<file path="config.mk">
export PLATFORM = sky130hd
export DESIGN_NAME = sel_loader
export DESIGN_NICKNAME = d
export VERILOG_FILES = /design/src/sel_pkg.sv /design/src/sel_bus_eng.sv /design/src/sel_loader.sv
export SDC_FILE = /design/constraint.sdc
export NUM_CORES = 1
export LEC_CHECK = 0
export BUFFER_PORTS_ARGS = -buffer_cell sky130_fd_sc_hd__clkbuf_2
export CORE_MARGIN = 5
export CORE_UTILIZATION = 30
export CTS_CLUSTER_SIZE = 30
export DETAILED_ROUTE_END_ITERATION = 6
export GPL_TIMING_DRIVEN = 1
export PLACE_DENSITY = 0.58
export SLEW_MARGIN = 20
export SYNTH_ARGS = -nofsm -noshare
export SYNTH_HDL_FRONTEND = slang
export SYNTH_SLANG_ARGS = --single-unit
</file>
<file path="constraint.sdc">
create_clock -name MCLK -period 2.8 [get_ports MCLK]
set_input_delay 0.42 -clock MCLK [delete_from_list [all_inputs] [get_ports MCLK]]
set_output_delay 0.42 -clock MCLK [all_outputs]
set_load 0.02 [all_outputs]
</file>
<file path="src/sel_pkg.sv">
// Shared constants and types of the serial EEPROM configuration loader.
// Assumes a 25 MHz core clock and a standard-mode two-wire memory.
package sel_pkg;

   // Clock and serial bit timing, quarter of a 100 kHz bit period
   localparam int CLK_PERIOD_NS = 40;
   localparam int SCL_QTR_NS    = 2500;
   localparam int SCL_QTR_CYC   = (SCL_QTR_NS + CLK_PERIOD_NS - 1) / CLK_PERIOD_NS;

   // Memory addressing on the two-wire bus
   localparam logic [7:0] DEV_WR_ADDR = 8'ha0;
   localparam logic [7:0] DEV_RD_ADDR = 8'ha1;
   localparam logic [7:0] FIRST_BYTE  = 8'h00;
   localparam int         ROM_BYTES   = 15;
   localparam logic [3:0] LAST_IDX    = 4'he;

   // Byte map of the memory image
   localparam int LATGNT_IDX = 0;
   localparam int VEN_LO_IDX = 1;
   localparam int VEN_HI_IDX = 2;
   localparam int SUB_LO_IDX = 3;
   localparam int SUB_HI_IDX = 4;
   localparam int LINK_IDX   = 5;
   localparam int UIDH_IDX   = 7;
   localparam int UIDL_IDX   = 11;
   localparam int UNFAIR_BIT = 7;
   localparam int PHYPRG_BIT = 6;
   localparam int IDLE_BIT   = 2;
   localparam int ACCEL_BIT  = 1;

   // Register offsets and field positions on APB
   localparam logic [11:0] STATUS_OFS = 12'h000;
   localparam logic [11:0] CTRL_OFS   = 12'h004;
   localparam logic [11:0] UIDH_OFS   = 12'h008;
   localparam logic [11:0] UIDL_OFS   = 12'h00c;
   localparam logic [11:0] IDS_OFS    = 12'h010;
   localparam logic [11:0] MISC_OFS   = 12'h014;
   localparam int          ST_BUSY    = 0;
   localparam int          ST_DONE    = 1;
   localparam int          ST_ERR     = 2;
   localparam int          CTRL_RELOAD = 0;

   // Byte-level commands of the bus engine
   typedef enum logic [1:0] {
      CMD_START = 2'h0,
      CMD_STOP  = 2'h1,
      CMD_WRITE = 2'h2,
      CMD_READ  = 2'h3
   } sel_cmd_t;

   // Open-drain pin drive
   typedef struct packed {
      logic o;
      logic oe;
   } sel_pin_t;

   // Loaded configuration values
   typedef struct packed {
      logic [31:0] unique_id_upper_word;
      logic [31:0] unique_id_lower_word;
      logic [15:0] vendor_id;
      logic [15:0] subsystem_id;
      logic [3:0]  max_latency;
      logic [3:0]  min_grant;
      logic        enab_unfair;
      logic        enab_insert_idle;
      logic        enab_accel;
      logic        phy_programming_enable;
   } sel_cfg_t;

endpackage : sel_pkg
</file>
<file path="src/sel_bus_eng.sv">
// Bit engine of the two-wire bus: start, stop, byte write, byte read.
// Assumes the memory never stretches the clock; the clock line is not read back.
module sel_bus_eng #(
   parameter int QTR_CYC = sel_pkg::SCL_QTR_CYC
) (
   // Clock and reset
   input  wire logic             clk,
   input  wire logic             rst_n,
   // Command side
   input  wire logic             go,
   input  sel_pkg::sel_cmd_t     cmd,
   input  wire logic [7:0]       wdata,
   input  wire logic             send_ack,
   output logic                  busy,
   output logic                  done,
   output logic [7:0]            rdata,
   output logic                  nack,
   // Line levels, high means released
   output logic                  scl_rel,
   output logic                  sda_rel,
   input  wire logic             sda_in
);
   localparam int TW = $clog2(QTR_CYC + 1);

   logic              busy_q, done_q, ack_send_q, nack_q, scl_q, sda_q;
   sel_pkg::sel_cmd_t cmd_q;
   logic [TW-1:0]     tmr_q;
   logic [1:0]        ph_q;
   logic [3:0]        bit_q;
   logic [7:0]        sh_q;
   logic              scl_n, sda_n, wbit;

   // Phase timing and end of command
   wire tick     = busy_q && (tmr_q == TW'(QTR_CYC - 1));
   wire is_edge  = (cmd_q == sel_pkg::CMD_START) || (cmd_q == sel_pkg::CMD_STOP);
   wire last_bit = is_edge ? (bit_q == 4'h0) : (bit_q == 4'h8);
   wire fin      = tick && (ph_q == 2'h3) && last_bit;

   // Data bit on the line; ninth bit is the acknowledge slot
   assign wbit = (cmd_q == sel_pkg::CMD_WRITE) ? ((bit_q == 4'h8) ? 1'b1 : sh_q[7])
                                              : ((bit_q == 4'h8) ? ~ack_send_q : 1'b1);

   // Line levels per quarter; data only moves while the clock is low, except in start and stop
   always_comb begin
      unique case (cmd_q)
         sel_pkg::CMD_START: begin
            scl_n = (ph_q == 2'h1) || (ph_q == 2'h2);
            sda_n = (ph_q < 2'h2);
         end
         sel_pkg::CMD_STOP: begin
            scl_n = (ph_q != 2'h0);
            sda_n = (ph_q >= 2'h2);
         end
         default: begin
            scl_n = (ph_q == 2'h1) || (ph_q == 2'h2);
            sda_n = (ph_q == 2'h0) ? wbit : sda_q;
         end
      endcase
   end

   // Sequencer
   always_ff @(posedge clk or negedge rst_n) begin
      if (!rst_n) begin
         busy_q     <= 1'b0;
         done_q     <= 1'b0;
         cmd_q      <= sel_pkg::CMD_START;
         tmr_q      <= '0;
         ph_q       <= 2'h0;
         bit_q      <= 4'h0;
         sh_q       <= 8'h00;
         ack_send_q <= 1'b0;
         nack_q     <= 1'b0;
         scl_q      <= 1'b1;
         sda_q      <= 1'b1;
      end else begin
         done_q <= fin;
         if (go && !busy_q) begin
            busy_q     <= 1'b1;
            cmd_q      <= cmd;
            sh_q       <= wdata;
            ack_send_q <= send_ack;
            tmr_q      <= '0;
            ph_q       <= 2'h0;
            bit_q      <= 4'h0;
         end else if (busy_q) begin
            tmr_q <= tick ? '0 : tmr_q + TW'(1);
            if (tmr_q == '0) begin
               scl_q <= scl_n;
               sda_q <= sda_n;
            end
            if (tick && ph_q == 2'h2 && !is_edge) begin
               if (bit_q == 4'h8)
                  nack_q <= (cmd_q == sel_pkg::CMD_WRITE) && sda_in;
               else
                  sh_q <= {sh_q[6:0], sda_in};
            end
            if (tick) begin
               ph_q <= ph_q + 2'h1;
               if (ph_q == 2'h3)
                  bit_q <= bit_q + 4'h1;
            end
            if (fin)
               busy_q <= 1'b0;
         end
      end
   end

   assign busy    = busy_q;
   assign done    = done_q;
   assign rdata   = sh_q;
   assign nack    = nack_q;
   assign scl_rel = scl_q;
   assign sda_rel = sda_q;

   // Data line moves under a high clock only for start and stop
   sda_stable_a: assert property (@(posedge clk) disable iff (!rst_n)
      (scl_q && $past(scl_q) && sda_q != $past(sda_q)) |-> is_edge)
      else $error("data line moved while clock high");

   // A start or stop keeps the engine busy for at least four cycles
   cmd_length_a: assert property (@(posedge clk) disable iff (!rst_n)
      $rose(busy_q) && is_edge |-> busy_q [*4])
      else $error("start or stop ended early");

endmodule : sel_bus_eng

</file>
<file path="src/sel_loader.sv">
// Serial EEPROM configuration loader: reads bytes 00..0E after reset and
// drives the loaded configuration; retries target accesses while loading.
// Assumes a two-wire memory at the usual address with external pull-ups.
//
// How it works
// Load starts by itself after power-up reset.
// Memory is reached only over two wires.
// Target accesses get retry while loading.
// Unique id from bytes 07-0E, low first.
// Byte 00 gives latency and grant nibbles.
// Vendor id from bytes 01 and 02.
// Subsystem id from bytes 03 and 04.
// Byte 05 bits 7,2,1,6 to link controls.
// Addressed sequential read of bytes 00-0E.
//
// Local design decisions: the APB register port and the register addresses.
module sel_loader #(
   parameter int QTR_CYC = sel_pkg::SCL_QTR_CYC
) (
   // Clock and reset
   input  wire logic              MCLK,
   input  wire logic              RSTN,
   // APB slave
   input  wire logic [11:0]       PADDR,
   input  wire logic              PSEL,
   input  wire logic              PENABLE,
   input  wire logic              PWRITE,
   input  wire logic [31:0]       PWDATA,
   output logic [31:0]            PRDATA,
   output logic                   PREADY,
   output logic                   PSLVERR,
   // Target access gate
   input  wire logic              TGT_REQ,
   output logic                   TGT_RETRY,
   output logic                   TGT_GRANT,
   // Two-wire memory pins
   output sel_pkg::sel_pin_t      SCL,
   output sel_pkg::sel_pin_t      SDA,
   input  wire logic              SDA_I,
   // Loaded configuration
   output sel_pkg::sel_cfg_t      CFG,
   output logic                   LOAD_BUSY
);
   typedef enum logic [8:0] {
      S_ST1 = 9'h001,
      S_DW  = 9'h002,
      S_AD  = 9'h004,
      S_ST2 = 9'h008,
      S_DR  = 9'h010,
      S_RD  = 9'h020,
      S_SP  = 9'h040,
      S_OK  = 9'h080,
      S_ERR = 9'h100
   } sel_state_t;

   sel_state_t        st_q, st_d;
   logic              pend_q, err_q, err_d;
   logic [3:0]        idx_q, idx_d;
   logic [7:0]        rom_q [sel_pkg::ROM_BYTES];
   sel_pkg::sel_cfg_t cfg_q;
   logic [31:0]       prdata_q;
   logic              eng_busy, eng_done, eng_nack, scl_rel, sda_rel;
   logic [7:0]        eng_rdata;
   sel_pkg::sel_cmd_t eng_cmd;
   logic [7:0]        eng_wdata;
   sel_pkg::sel_cfg_t cfg_img;

   // Command for each sequencing state
   wire busy     = (st_q != S_OK) && (st_q != S_ERR);
   wire eng_go   = busy && !pend_q;
   wire last_rd  = (idx_q == sel_pkg::LAST_IDX);
   assign eng_cmd   = (st_q == S_ST1 || st_q == S_ST2) ? sel_pkg::CMD_START :
                      (st_q == S_SP) ? sel_pkg::CMD_STOP :
                      (st_q == S_RD) ? sel_pkg::CMD_READ : sel_pkg::CMD_WRITE;
   assign eng_wdata = (st_q == S_DW) ? sel_pkg::DEV_WR_ADDR :
                      (st_q == S_DR) ? sel_pkg::DEV_RD_ADDR : sel_pkg::FIRST_BYTE;

   // APB decode; software reload is only taken once a load has ended
   wire apb_setup = PSEL && !PENABLE;
   wire apb_wr    = PSEL && PENABLE && PWRITE;
   wire hit       = (PADDR == sel_pkg::STATUS_OFS) || (PADDR == sel_pkg::CTRL_OFS) ||
                    (PADDR == sel_pkg::UIDH_OFS) || (PADDR == sel_pkg::UIDL_OFS) ||
                    (PADDR == sel_pkg::IDS_OFS) || (PADDR == sel_pkg::MISC_OFS);
   wire reload    = apb_wr && (PADDR == sel_pkg::CTRL_OFS) && PWDATA[sel_pkg::CTRL_RELOAD] && !busy;

   // Bus engine, all memory traffic goes through these two lines
   sel_bus_eng #(.QTR_CYC(QTR_CYC)) u_eng (
      .clk      (MCLK),
      .rst_n    (RSTN),
      .go       (eng_go),
      .cmd      (eng_cmd),
      .wdata    (eng_wdata),
      .send_ack (!last_rd),
      .busy     (eng_busy),
      .done     (eng_done),
      .rdata    (eng_rdata),
      .nack     (eng_nack),
      .scl_rel  (scl_rel),
      .sda_rel  (sda_rel),
      .sda_in   (SDA_I)
   );

   // Next state; a missing acknowledge ends the frame with a stop
   always_comb begin
      st_d  = st_q;
      err_d = err_q;
      idx_d = idx_q;
      unique case (st_q)
         S_ST1: if (eng_done) st_d = S_DW;
         S_DW: if (eng_done) begin
            st_d  = eng_nack ? S_SP : S_AD;
            err_d = eng_nack;
         end
         S_AD: if (eng_done) begin
            st_d  = eng_nack ? S_SP : S_ST2;
            err_d = eng_nack;
         end
         S_ST2: if (eng_done) st_d = S_DR;
         S_DR: if (eng_done) begin
            st_d  = eng_nack ? S_SP : S_RD;
            err_d = eng_nack;
         end
         S_RD: if (eng_done) begin
            st_d  = last_rd ? S_SP : S_RD;
            idx_d = last_rd ? idx_q : idx_q + 4'h1;
         end
         S_SP: if (eng_done) st_d = err_q ? S_ERR : S_OK;
         S_OK, S_ERR: if (reload) begin
            st_d  = S_ST1;
            err_d = 1'b0;
            idx_d = 4'h0;
         end
      endcase
   end

   // Sequencer; reset lands straight in the first start
   always_ff @(posedge MCLK or negedge RSTN) begin
      if (!RSTN) begin
         st_q   <= S_ST1;
         pend_q <= 1'b0;
         err_q  <= 1'b0;
         idx_q  <= 4'h0;
      end else begin
         st_q   <= st_d;
         err_q  <= err_d;
         idx_q  <= idx_d;
         pend_q <= eng_done ? 1'b0 : (pend_q || eng_go);
      end
   end

   // Received image
   always_ff @(posedge MCLK or negedge RSTN) begin
      if (!RSTN) begin
         for (int i = 0; i < sel_pkg::ROM_BYTES; i++)
            rom_q[i] <= 8'h00;
      end else if (st_q == S_RD && eng_done) begin
         rom_q[idx_q] <= eng_rdata;
      end
   end

   // Assemble targets from the image
   assign cfg_img.unique_id_upper_word = {rom_q[sel_pkg::UIDH_IDX+3], rom_q[sel_pkg::UIDH_IDX+2],
                                          rom_q[sel_pkg::UIDH_IDX+1], rom_q[sel_pkg::UIDH_IDX]};
   assign cfg_img.unique_id_lower_word = {rom_q[sel_pkg::UIDL_IDX+3], rom_q[sel_pkg::UIDL_IDX+2],
                                          rom_q[sel_pkg::UIDL_IDX+1], rom_q[sel_pkg::UIDL_IDX]};
   assign cfg_img.max_latency  = rom_q[sel_pkg::LATGNT_IDX][7:4];
   assign cfg_img.min_grant    = rom_q[sel_pkg::LATGNT_IDX][3:0];
   assign cfg_img.vendor_id    = {rom_q[sel_pkg::VEN_HI_IDX], rom_q[sel_pkg::VEN_LO_IDX]};
   assign cfg_img.subsystem_id = {rom_q[sel_pkg::SUB_HI_IDX], rom_q[sel_pkg::SUB_LO_IDX]};
   assign cfg_img.enab_unfair            = rom_q[sel_pkg::LINK_IDX][sel_pkg::UNFAIR_BIT];
   assign cfg_img.enab_insert_idle       = rom_q[sel_pkg::LINK_IDX][sel_pkg::IDLE_BIT];
   assign cfg_img.enab_accel             = rom_q[sel_pkg::LINK_IDX][sel_pkg::ACCEL_BIT];
   assign cfg_img.phy_programming_enable = rom_q[sel_pkg::LINK_IDX][sel_pkg::PHYPRG_BIT];

   // Commit only a complete load, so a broken memory never leaves half values
   wire commit = (st_q == S_SP) && eng_done && !err_q;
   always_ff @(posedge MCLK or negedge RSTN) begin
      if (!RSTN)
         cfg_q <= '0;
      else if (commit)
         cfg_q <= cfg_img;
   end

   // Read data captured in the setup phase
   wire [31:0] rd_mux =
      (PADDR == sel_pkg::STATUS_OFS) ? {29'h0, st_q == S_ERR, st_q == S_OK, busy} :
      (PADDR == sel_pkg::UIDH_OFS)   ? cfg_q.unique_id_upper_word :
      (PADDR == sel_pkg::UIDL_OFS)   ? cfg_q.unique_id_lower_word :
      (PADDR == sel_pkg::IDS_OFS)    ? {cfg_q.subsystem_id, cfg_q.vendor_id} :
      (PADDR == sel_pkg::MISC_OFS)   ? {16'h0, cfg_q.max_latency, cfg_q.min_grant,
                                        cfg_q.enab_unfair, cfg_q.phy_programming_enable, 3'h0,
                                        cfg_q.enab_insert_idle, cfg_q.enab_accel, 1'b0} :
      32'h0000_0000;
   always_ff @(posedge MCLK or negedge RSTN) begin
      if (!RSTN)
         prdata_q <= 32'h0000_0000;
      else if (apb_setup)
         prdata_q <= rd_mux;
   end

   // Outputs; open-drain enables are high while pulling low
   assign PRDATA    = prdata_q;
   assign PREADY    = 1'b1;
   assign PSLVERR   = PSEL && PENABLE && !hit;
   assign TGT_RETRY = TGT_REQ && busy;
   assign TGT_GRANT = TGT_REQ && !busy;
   assign SCL       = '{o: 1'b0, oe: !scl_rel};
   assign SDA       = '{o: 1'b0, oe: !sda_rel};
   assign CFG       = cfg_q;
   assign LOAD_BUSY = busy;

   // Checks
   start_kick_a: assert property (@(posedge MCLK) disable iff (!RSTN)
      (st_q == S_ST1 && !pend_q) |=> eng_busy)
      else $error("load did not start");
   retry_gate_a: assert property (@(posedge MCLK) disable iff (!RSTN)
      (TGT_REQ && eng_busy) |-> (TGT_RETRY && !TGT_GRANT))
      else $error("target access completed during load");
   uid_order_a: assert property (@(posedge MCLK) disable iff (!RSTN)
      commit |=> (CFG.unique_id_upper_word[7:0] == $past(rom_q[7]) &&
                  CFG.unique_id_lower_word[31:24] == $past(rom_q[14])))
      else $error("unique id byte order wrong");
   lat_gnt_a: assert property (@(posedge MCLK) disable iff (!RSTN)
      commit |=> ({CFG.max_latency, CFG.min_grant} == $past(rom_q[0])))
      else $error("latency or grant wrong");
   vendor_id_a: assert property (@(posedge MCLK) disable iff (!RSTN)
      commit |=> (CFG.vendor_id == {$past(rom_q[2]), $past(rom_q[1])}))
      else $error("vendor id wrong");
   subsys_id_a: assert property (@(posedge MCLK) disable iff (!RSTN)
      commit |=> (CFG.subsystem_id == {$past(rom_q[4]), $past(rom_q[3])}))
      else $error("subsystem id wrong");
   link_bits_a: assert property (@(posedge MCLK) disable iff (!RSTN)
      commit |=> ({CFG.enab_unfair, CFG.phy_programming_enable, CFG.enab_insert_idle,
                   CFG.enab_accel} == {$past(rom_q[5][7]), $past(rom_q[5][6]),
                                       $past(rom_q[5][2]), $past(rom_q[5][1])}))
      else $error("link control bits wrong");
   read_end_a: assert property (@(posedge MCLK) disable iff (!RSTN)
      (st_q == S_RD && eng_done && idx_q == 4'he) |=> (st_q == S_SP && rom_q[14] == $past(eng_rdata)))
      else $error("read did not end after byte 0e");

endmodule : sel_loader

</file>
== Word level (Yosys, flattened, before mapping) ==
Cells that the tools add are included.

* Bits in registers: 303
* Input port bits: 51
* Output and inout port bits: 149
* Word-level logic and storage cells: 211

* Add/sub/neg operators: 4
* Order comparisons: 4
* Equality and inequality tests: 35
* Mux-type cells: 59
* Bitwise logic cells: 3
* Reductions and logical operators: 65

{| class="wikitable"
|+ Operator list
! operator !! number
|-
| $mux 32 || 4
|-
| $bwmux 120 || 1
|-
| $mux 9 || 9
|-
| $pmux 9 s8 || 1
|-
| $mux 8 || 7
|-
| $demux 8 s4 || 1
|-
| $mux 4 || 7
|-
| $mux 7 || 4
|-
| $eq 12x4->1 const B || 2
|-
| $eq 12x5->1 const B || 2
|-
| $logic_and 1x1->1 || 22
|-
| $mux 6 || 3
|-
| $mux 16 || 1
|-
| $ne 2x1->1 const B || 8
|-
| $reduce_bool 2->1 || 7
|-
| $mux 1 || 13
|-
| $eq 12x3->1 const B || 1
|-
| $logic_not 12->1 || 1
|-
| $reduce_and 3->1 || 4
|-
| $reduce_and 4->1 || 3
|-
| $logic_not 1->1 || 10
|-
| $mux 2 || 5
|-
| $eq 9x1->1 const B || 1
|-
| $eq 9x2->1 const B || 1
|-
| other kinds (34) || 52
|}

== Longest topological paths before layout ==
* Word-level depth: 8
* Gate-level depth with buffers: 9
* Gate-level depth less buffers: 8

== Hierarchy ==
From an unflattened synthesis, not the netlist that was laid out.

* Cell total of the unflattened synthesis: 1020
* Area, all modules: 12823.5 um^2

{| class="wikitable"
|+ By module, submodules not included
! module !! instances !! cells each !! area each (um^2)
|-
| sel_loader || 1 || 860 || 11285.8
|-
| sel_bus_eng || 1 || 160 || 1537.7
|}

== Least setup slack after synthesis ==
No wires, ideal clock.

* Path kind: register to register
* Start point: register st_q[0]
* End point: register rom_q, in the netlist cfg_img[63]
* Setup time: 0.128 ns
* Arrival: 2.292 ns
* Setup slack: 0.380 ns
* Stages on the path, launching flop included: 10
* Buffers on the path: 3
* Clock period less this slack: 2.420 ns
* Cells stage by stage: dfstp_2 -> buf_6 -> or4_1 -> or3_1 -> buf_4 -> nor2_8 -> and2_1 -> buf_4 -> nand3_4 -> mux2_1

* Longest elaborated chain between the ends: 2

{| class="wikitable"
|+ Ends and longest elaborated chain
! what !! RTL line !! source
|-
| start, declared || sel_loader.sv:56 || <nowiki>sel_state_t st_q, st_d;</nowiki>
|-
| start signal, assigned || sel_loader.sv:144 || <nowiki>st_q <= st_d;</nowiki>
|-
| $eq 9x6->1 || sel_loader.sv:156 || <nowiki>end else if (st_q == S_RD && eng_done) begin</nowiki>
|-
| $logic_and 1x1->1 || sel_loader.sv:156 ||
|-
| end signal, assigned by index || sel_loader.sv:157 || <nowiki>rom_q[idx_q] <= eng_rdata;</nowiki>
|-
| end, declared || sel_loader.sv:59 || <nowiki>logic [7:0] rom_q [sel_pkg::ROM_BYTES];</nowiki>
|}

Every way passes these cells.
A chain may end at the register's enable or synchronous reset.

== Worst setup path after layout ==
* Start point: register st_q[0]
* End point: register rom_q, in the netlist cfg_img[97]

Same word-level chain as after synthesis.

==> flow_summary_export.csv <==
group,metric,value,unit
floorplan,row_count,75,
floorplan,die_x,215.5,µm
setup_path,end_kind,"register",
setup_path,cp_slowest_stage_delay,0.55,ns
drt,routed_wl,36100,µm
global_routing,grt_start_max_net_pins,76,
synthesis,ys_seq_area_share,57.50,%
drt,first_iter_violations,624,
synthesis,yosys_warnings,0,
synthesis,synth-simple-area-share,8.571,%
synthesis,synth_area_per_cell,12.53,µm²
synthesis,synth_top_area_cell,"dfrtp_1",
synthesis,synthMuxAreaShare,20.96,%
timing,finalCritPeriodShare,94.68,%
global_routing,antenna_found_initial,0,
clock_network,clock_latency,0.56,ns
synthesis,synthXorXnorAreaFrac,0.8295,%
synthesis,synth.most_common_cell,"dfrtp_1",
setup_path,regToRegEndpoint,"cfg_img[97]$_DFFE_PN0P_",
drt,ant_nets,0,
timing,fin_tns_setup,0,ns
cells_and_area,drive_gt1_share,40.63,%
setup_path,critPathKind,"register to register",
timing,fmax,377.2,MHz
drt,wl_per_cell,20.63,µm
pwr,swShare,23.67,%
synthesis,synth_cell_type_count,57,
synthesis,synth_edf_count,0,
setup_path,crit_arrival,3.08,ns
setup_path,slowest_stage,"or4_1",
timing,slew_viol_final,0,
synthesis,synth.top_cell.area_share,56.88,%
pwr,net-switching-power,2291,µW
timing,period_minus_slack,2.651,ns
setup_path,rrSetupSlack,0.15,ns
pwr,p_per_area,625.7,nW/µm²
pwr,leakage,0.007780,µW
pwr,p_seq_share,45.7,%
hold_path,hp-class,"input port to register",
clock_network,clkTransAtPathRegs,0.06,ns
hold_path,hold_depth,3,
synthesis,netlist_instances,1011,
floorplan,core-area,41850,µm²
setup_path,cp_top_family,"simple AND/OR/NAND/NOR gates",
clock_network,cts_buffer_depth,3,
pwr,internal_power,7389,µW
setup_path,worst_ep_required_time,3.23,ns
drt,drc_errors,0,
synthesis,synth-seq-cells,291,
clock_network,post_cts_buffers,0,
pwr,p_clk_share,46.2,%
clock_network,cts_tree,"yes",
placement,dp_hpwl,25230,µm
synthesis,synthTopCellsByArea,"dfrtp_1 (57%), mux2_2 (19%), nand2_1 (2.6%), o21ai_0 (2.3%), mux2i_1 (1.5%)",
outcome,run_status,"completed",
drt,vias,8859,
setup_path,critical_path.reg2reg.startpoint,"st_q[0]$_DFFE_PN1P_",
placement,numPortBuffers,165,
setup_path,startpoint_type,"register",
synthesis,synth_ff_type,"dfrtp_1",
cells_and_area,area_growth,22.09,%
clock_network,clockRootBuffer,"clkbuf_16",
floorplan,start_util,30.28,%
floorplan,pin_count,200,
synthesis,synth_compound_area_share,8.068,%
job,maxCapViolations,0,
synthesis,synth_fa_ha_area_share,1.185,%
timing,finalSetupViolCount,0,
global_routing,grt_pass1_wl,55500,µm
synthesis,synth_common_cells,"dfrtp_1 (288), mux2_2 (214), nand2_1 (87)",
timing,rsz0062_at_grt,"false",
floorplan,die_y,215.5,µm
clock_network,cts_sinks,291,
cells_and_area,fin_util,36.96,%
clock_network,numCtsBuffers,31,
cells_and_area,final_nets,1250,
hold_path,min_to,"u_eng.nack$_DFFE_PN0P_",
global_routing,overflow,0,
floorplan,dieArea,46450,µm²
synthesis,synth_top_family_by_area,"multiplexers",
global_routing,grt_pass1_vias,8933,
pwr,ir_drop,0.0004504,V
drt,dr.pass1.iters,5,
setup_path,crit_fanout,9,
timing,finalHoldViolCount,0,
setup_path,r2r_cells,6,
synthesis,netlist_area,12670,µm²
pwr,combPwrFrac,8.2,%
global_routing,grt_use_total,15.25,%
synthesis,async_flop_share,100.0,%
drt,viasPerCell,5.062,
cells_and_area,diodes,0,
setup_path,cp_cell_sequence,"or4_1, or3_1, nor2_8, and2_1, nand2_2, mux2_1",
clock_network,htree_levels,1,
setup_path,crit_buf_inv,0,
placement,gp_congestion,0.8545,
timing,tightest_slew,1.013,ns
timing,clock_skew,0.01077,ns
timing,relSlewSlack,31.97,%
setup_path,crit_cells,6,
hold_path,min_from,"SDA_I",
[cell type report]
class | instances | area, µm²
repair buffers | 208 | 1274
flip-flops and latches | 291 | 7287
clock inverters | 15 | 246.5
inverters | 17 | 63.81
fillers | 4126 | 26380
clock buffers | 42 | 877.1
multi-input cells | 638 | 5047
well taps | 539 | 674.4
[metal layers]
metal / share of wire, % / wire length, µm / track usage [%]
met1: 45 / 16220 / 21.33
met2: 47 / 16990 / 24.42
met3: 5.9 / 2122 / 3.265
met4: 2.1 / 769 / 3.606
met5: 0 / 0 / 0
[worst min-delay path, delay by kind of cell]
kind,cells,cell delay [ns]
and+or+nand+nor,1,0.06
AOI/OAI and AO/OA,1,0.05
buffers and inverters,1,0.11
[registers in the layout, summed over array words and instances, names as in the netlist]
signal            count
CFG                 108
PRDATA               32
cfg_img             108
err_q                 1
idx_q                 4
pend_q                1
st_q                  9
u_eng.ack_send_q      1
u_eng.bit_q           4
u_eng.busy            1
u_eng.cmd_q           2
u_eng.done            1
u_eng.nack            1
u_eng.ph_q            2
u_eng.rdata           8
u_eng.scl_rel         1
u_eng.sda_rel         1
u_eng.tmr_q           6
[repair_timing]
action	4_1_cts	5_1_grt
endpoints found under the hold margin	68	0
resized for setup	0	2
setup endpoints to repair	0	2
hold buffers	1	0
[how the worst max path moves through the flow]
stage	from	end	slack (ns)
after floorplan	st_q[0]$_DFFE_PN1P_	cfg_img[63]$_DFFE_PN0P_	0.38
after detailed placement	st_q[0]$_DFFE_PN1P_	cfg_img[97]$_DFFE_PN0P_	0.18
after global placement	st_q[0]$_DFFE_PN1P_	cfg_img[96]$_DFFE_PN0P_	0.21
after global routing	st_q[1]$_DFFE_PN0P_	TGT_GRANT	0.07
final	st_q[0]$_DFFE_PN1P_	cfg_img[97]$_DFFE_PN0P_	0.15
after CTS	st_q[1]$_DFFE_PN0P_	TGT_RETRY	0.04
[through the flow]
stage	setup slack, ns	hold slack [ns]	total power [µW]	cells	instance area [µm²]
floorplan	0.3805	0.1244	4942	1012	12670
global placement	0.2081	0.4305	5267	1692	14330
detailed placement	0.1787	0.4436	5283	1692	14330
CTS	0.03668	0.1174	9793	1750	15460
global route	0.06950	0.1350	10110	1750	15470
finish	0.1488	0.1259	9680	1750	15470
[power groups by stage]
| stage | Clock (µW) | Sequential (µW) | Combinational (µW) |
|---|---|---|---|
| 6_report | 4470 | 4420 | 790 |
| 5_1_grt | 4770 | 4440 | 901 |
| 4_1_cts | 4580 | 4420 | 794 |
| 3_5_place_dp | 0 | 4490 | 791 |
| 3_3_place_gp | 0 | 4490 | 777 |
| 2_1_floorplan | 0 | 4450 | 495 |
[cells by family (layout without fill, tap and decap cells)]
kind of cell,after synthesis,in the layout
adder cells (fa/ha/maj),12,12
multiplexers,238,238
AND/OR/NAND/NOR,214,214
AO/OA/AOI/OAI,159,159
other,2,3
buffers and inverters,83,282
XOR/XNOR,12,12
flip-flops,291,291
[cells in the final DEF, fill, tap and decap left out, drive strengths merged, types with 15 or more instances in the layout]
| cell | count |
|---|---|
| a221oi | 15 |
| buf | 43 |
| nand3 | 17 |
| inv | 19 |
| mux2 | 219 |
| nor2b | 16 |
| o21ai | 57 |
| mux2i | 19 |
| clkbuf | 206 |
| nor3 | 15 |
| a21o | 17 |
| a21oi | 16 |
| dfrtp | 288 |
| nand2 | 92 |
| nor2 | 27 |
(Power assumes the default switching activity.)
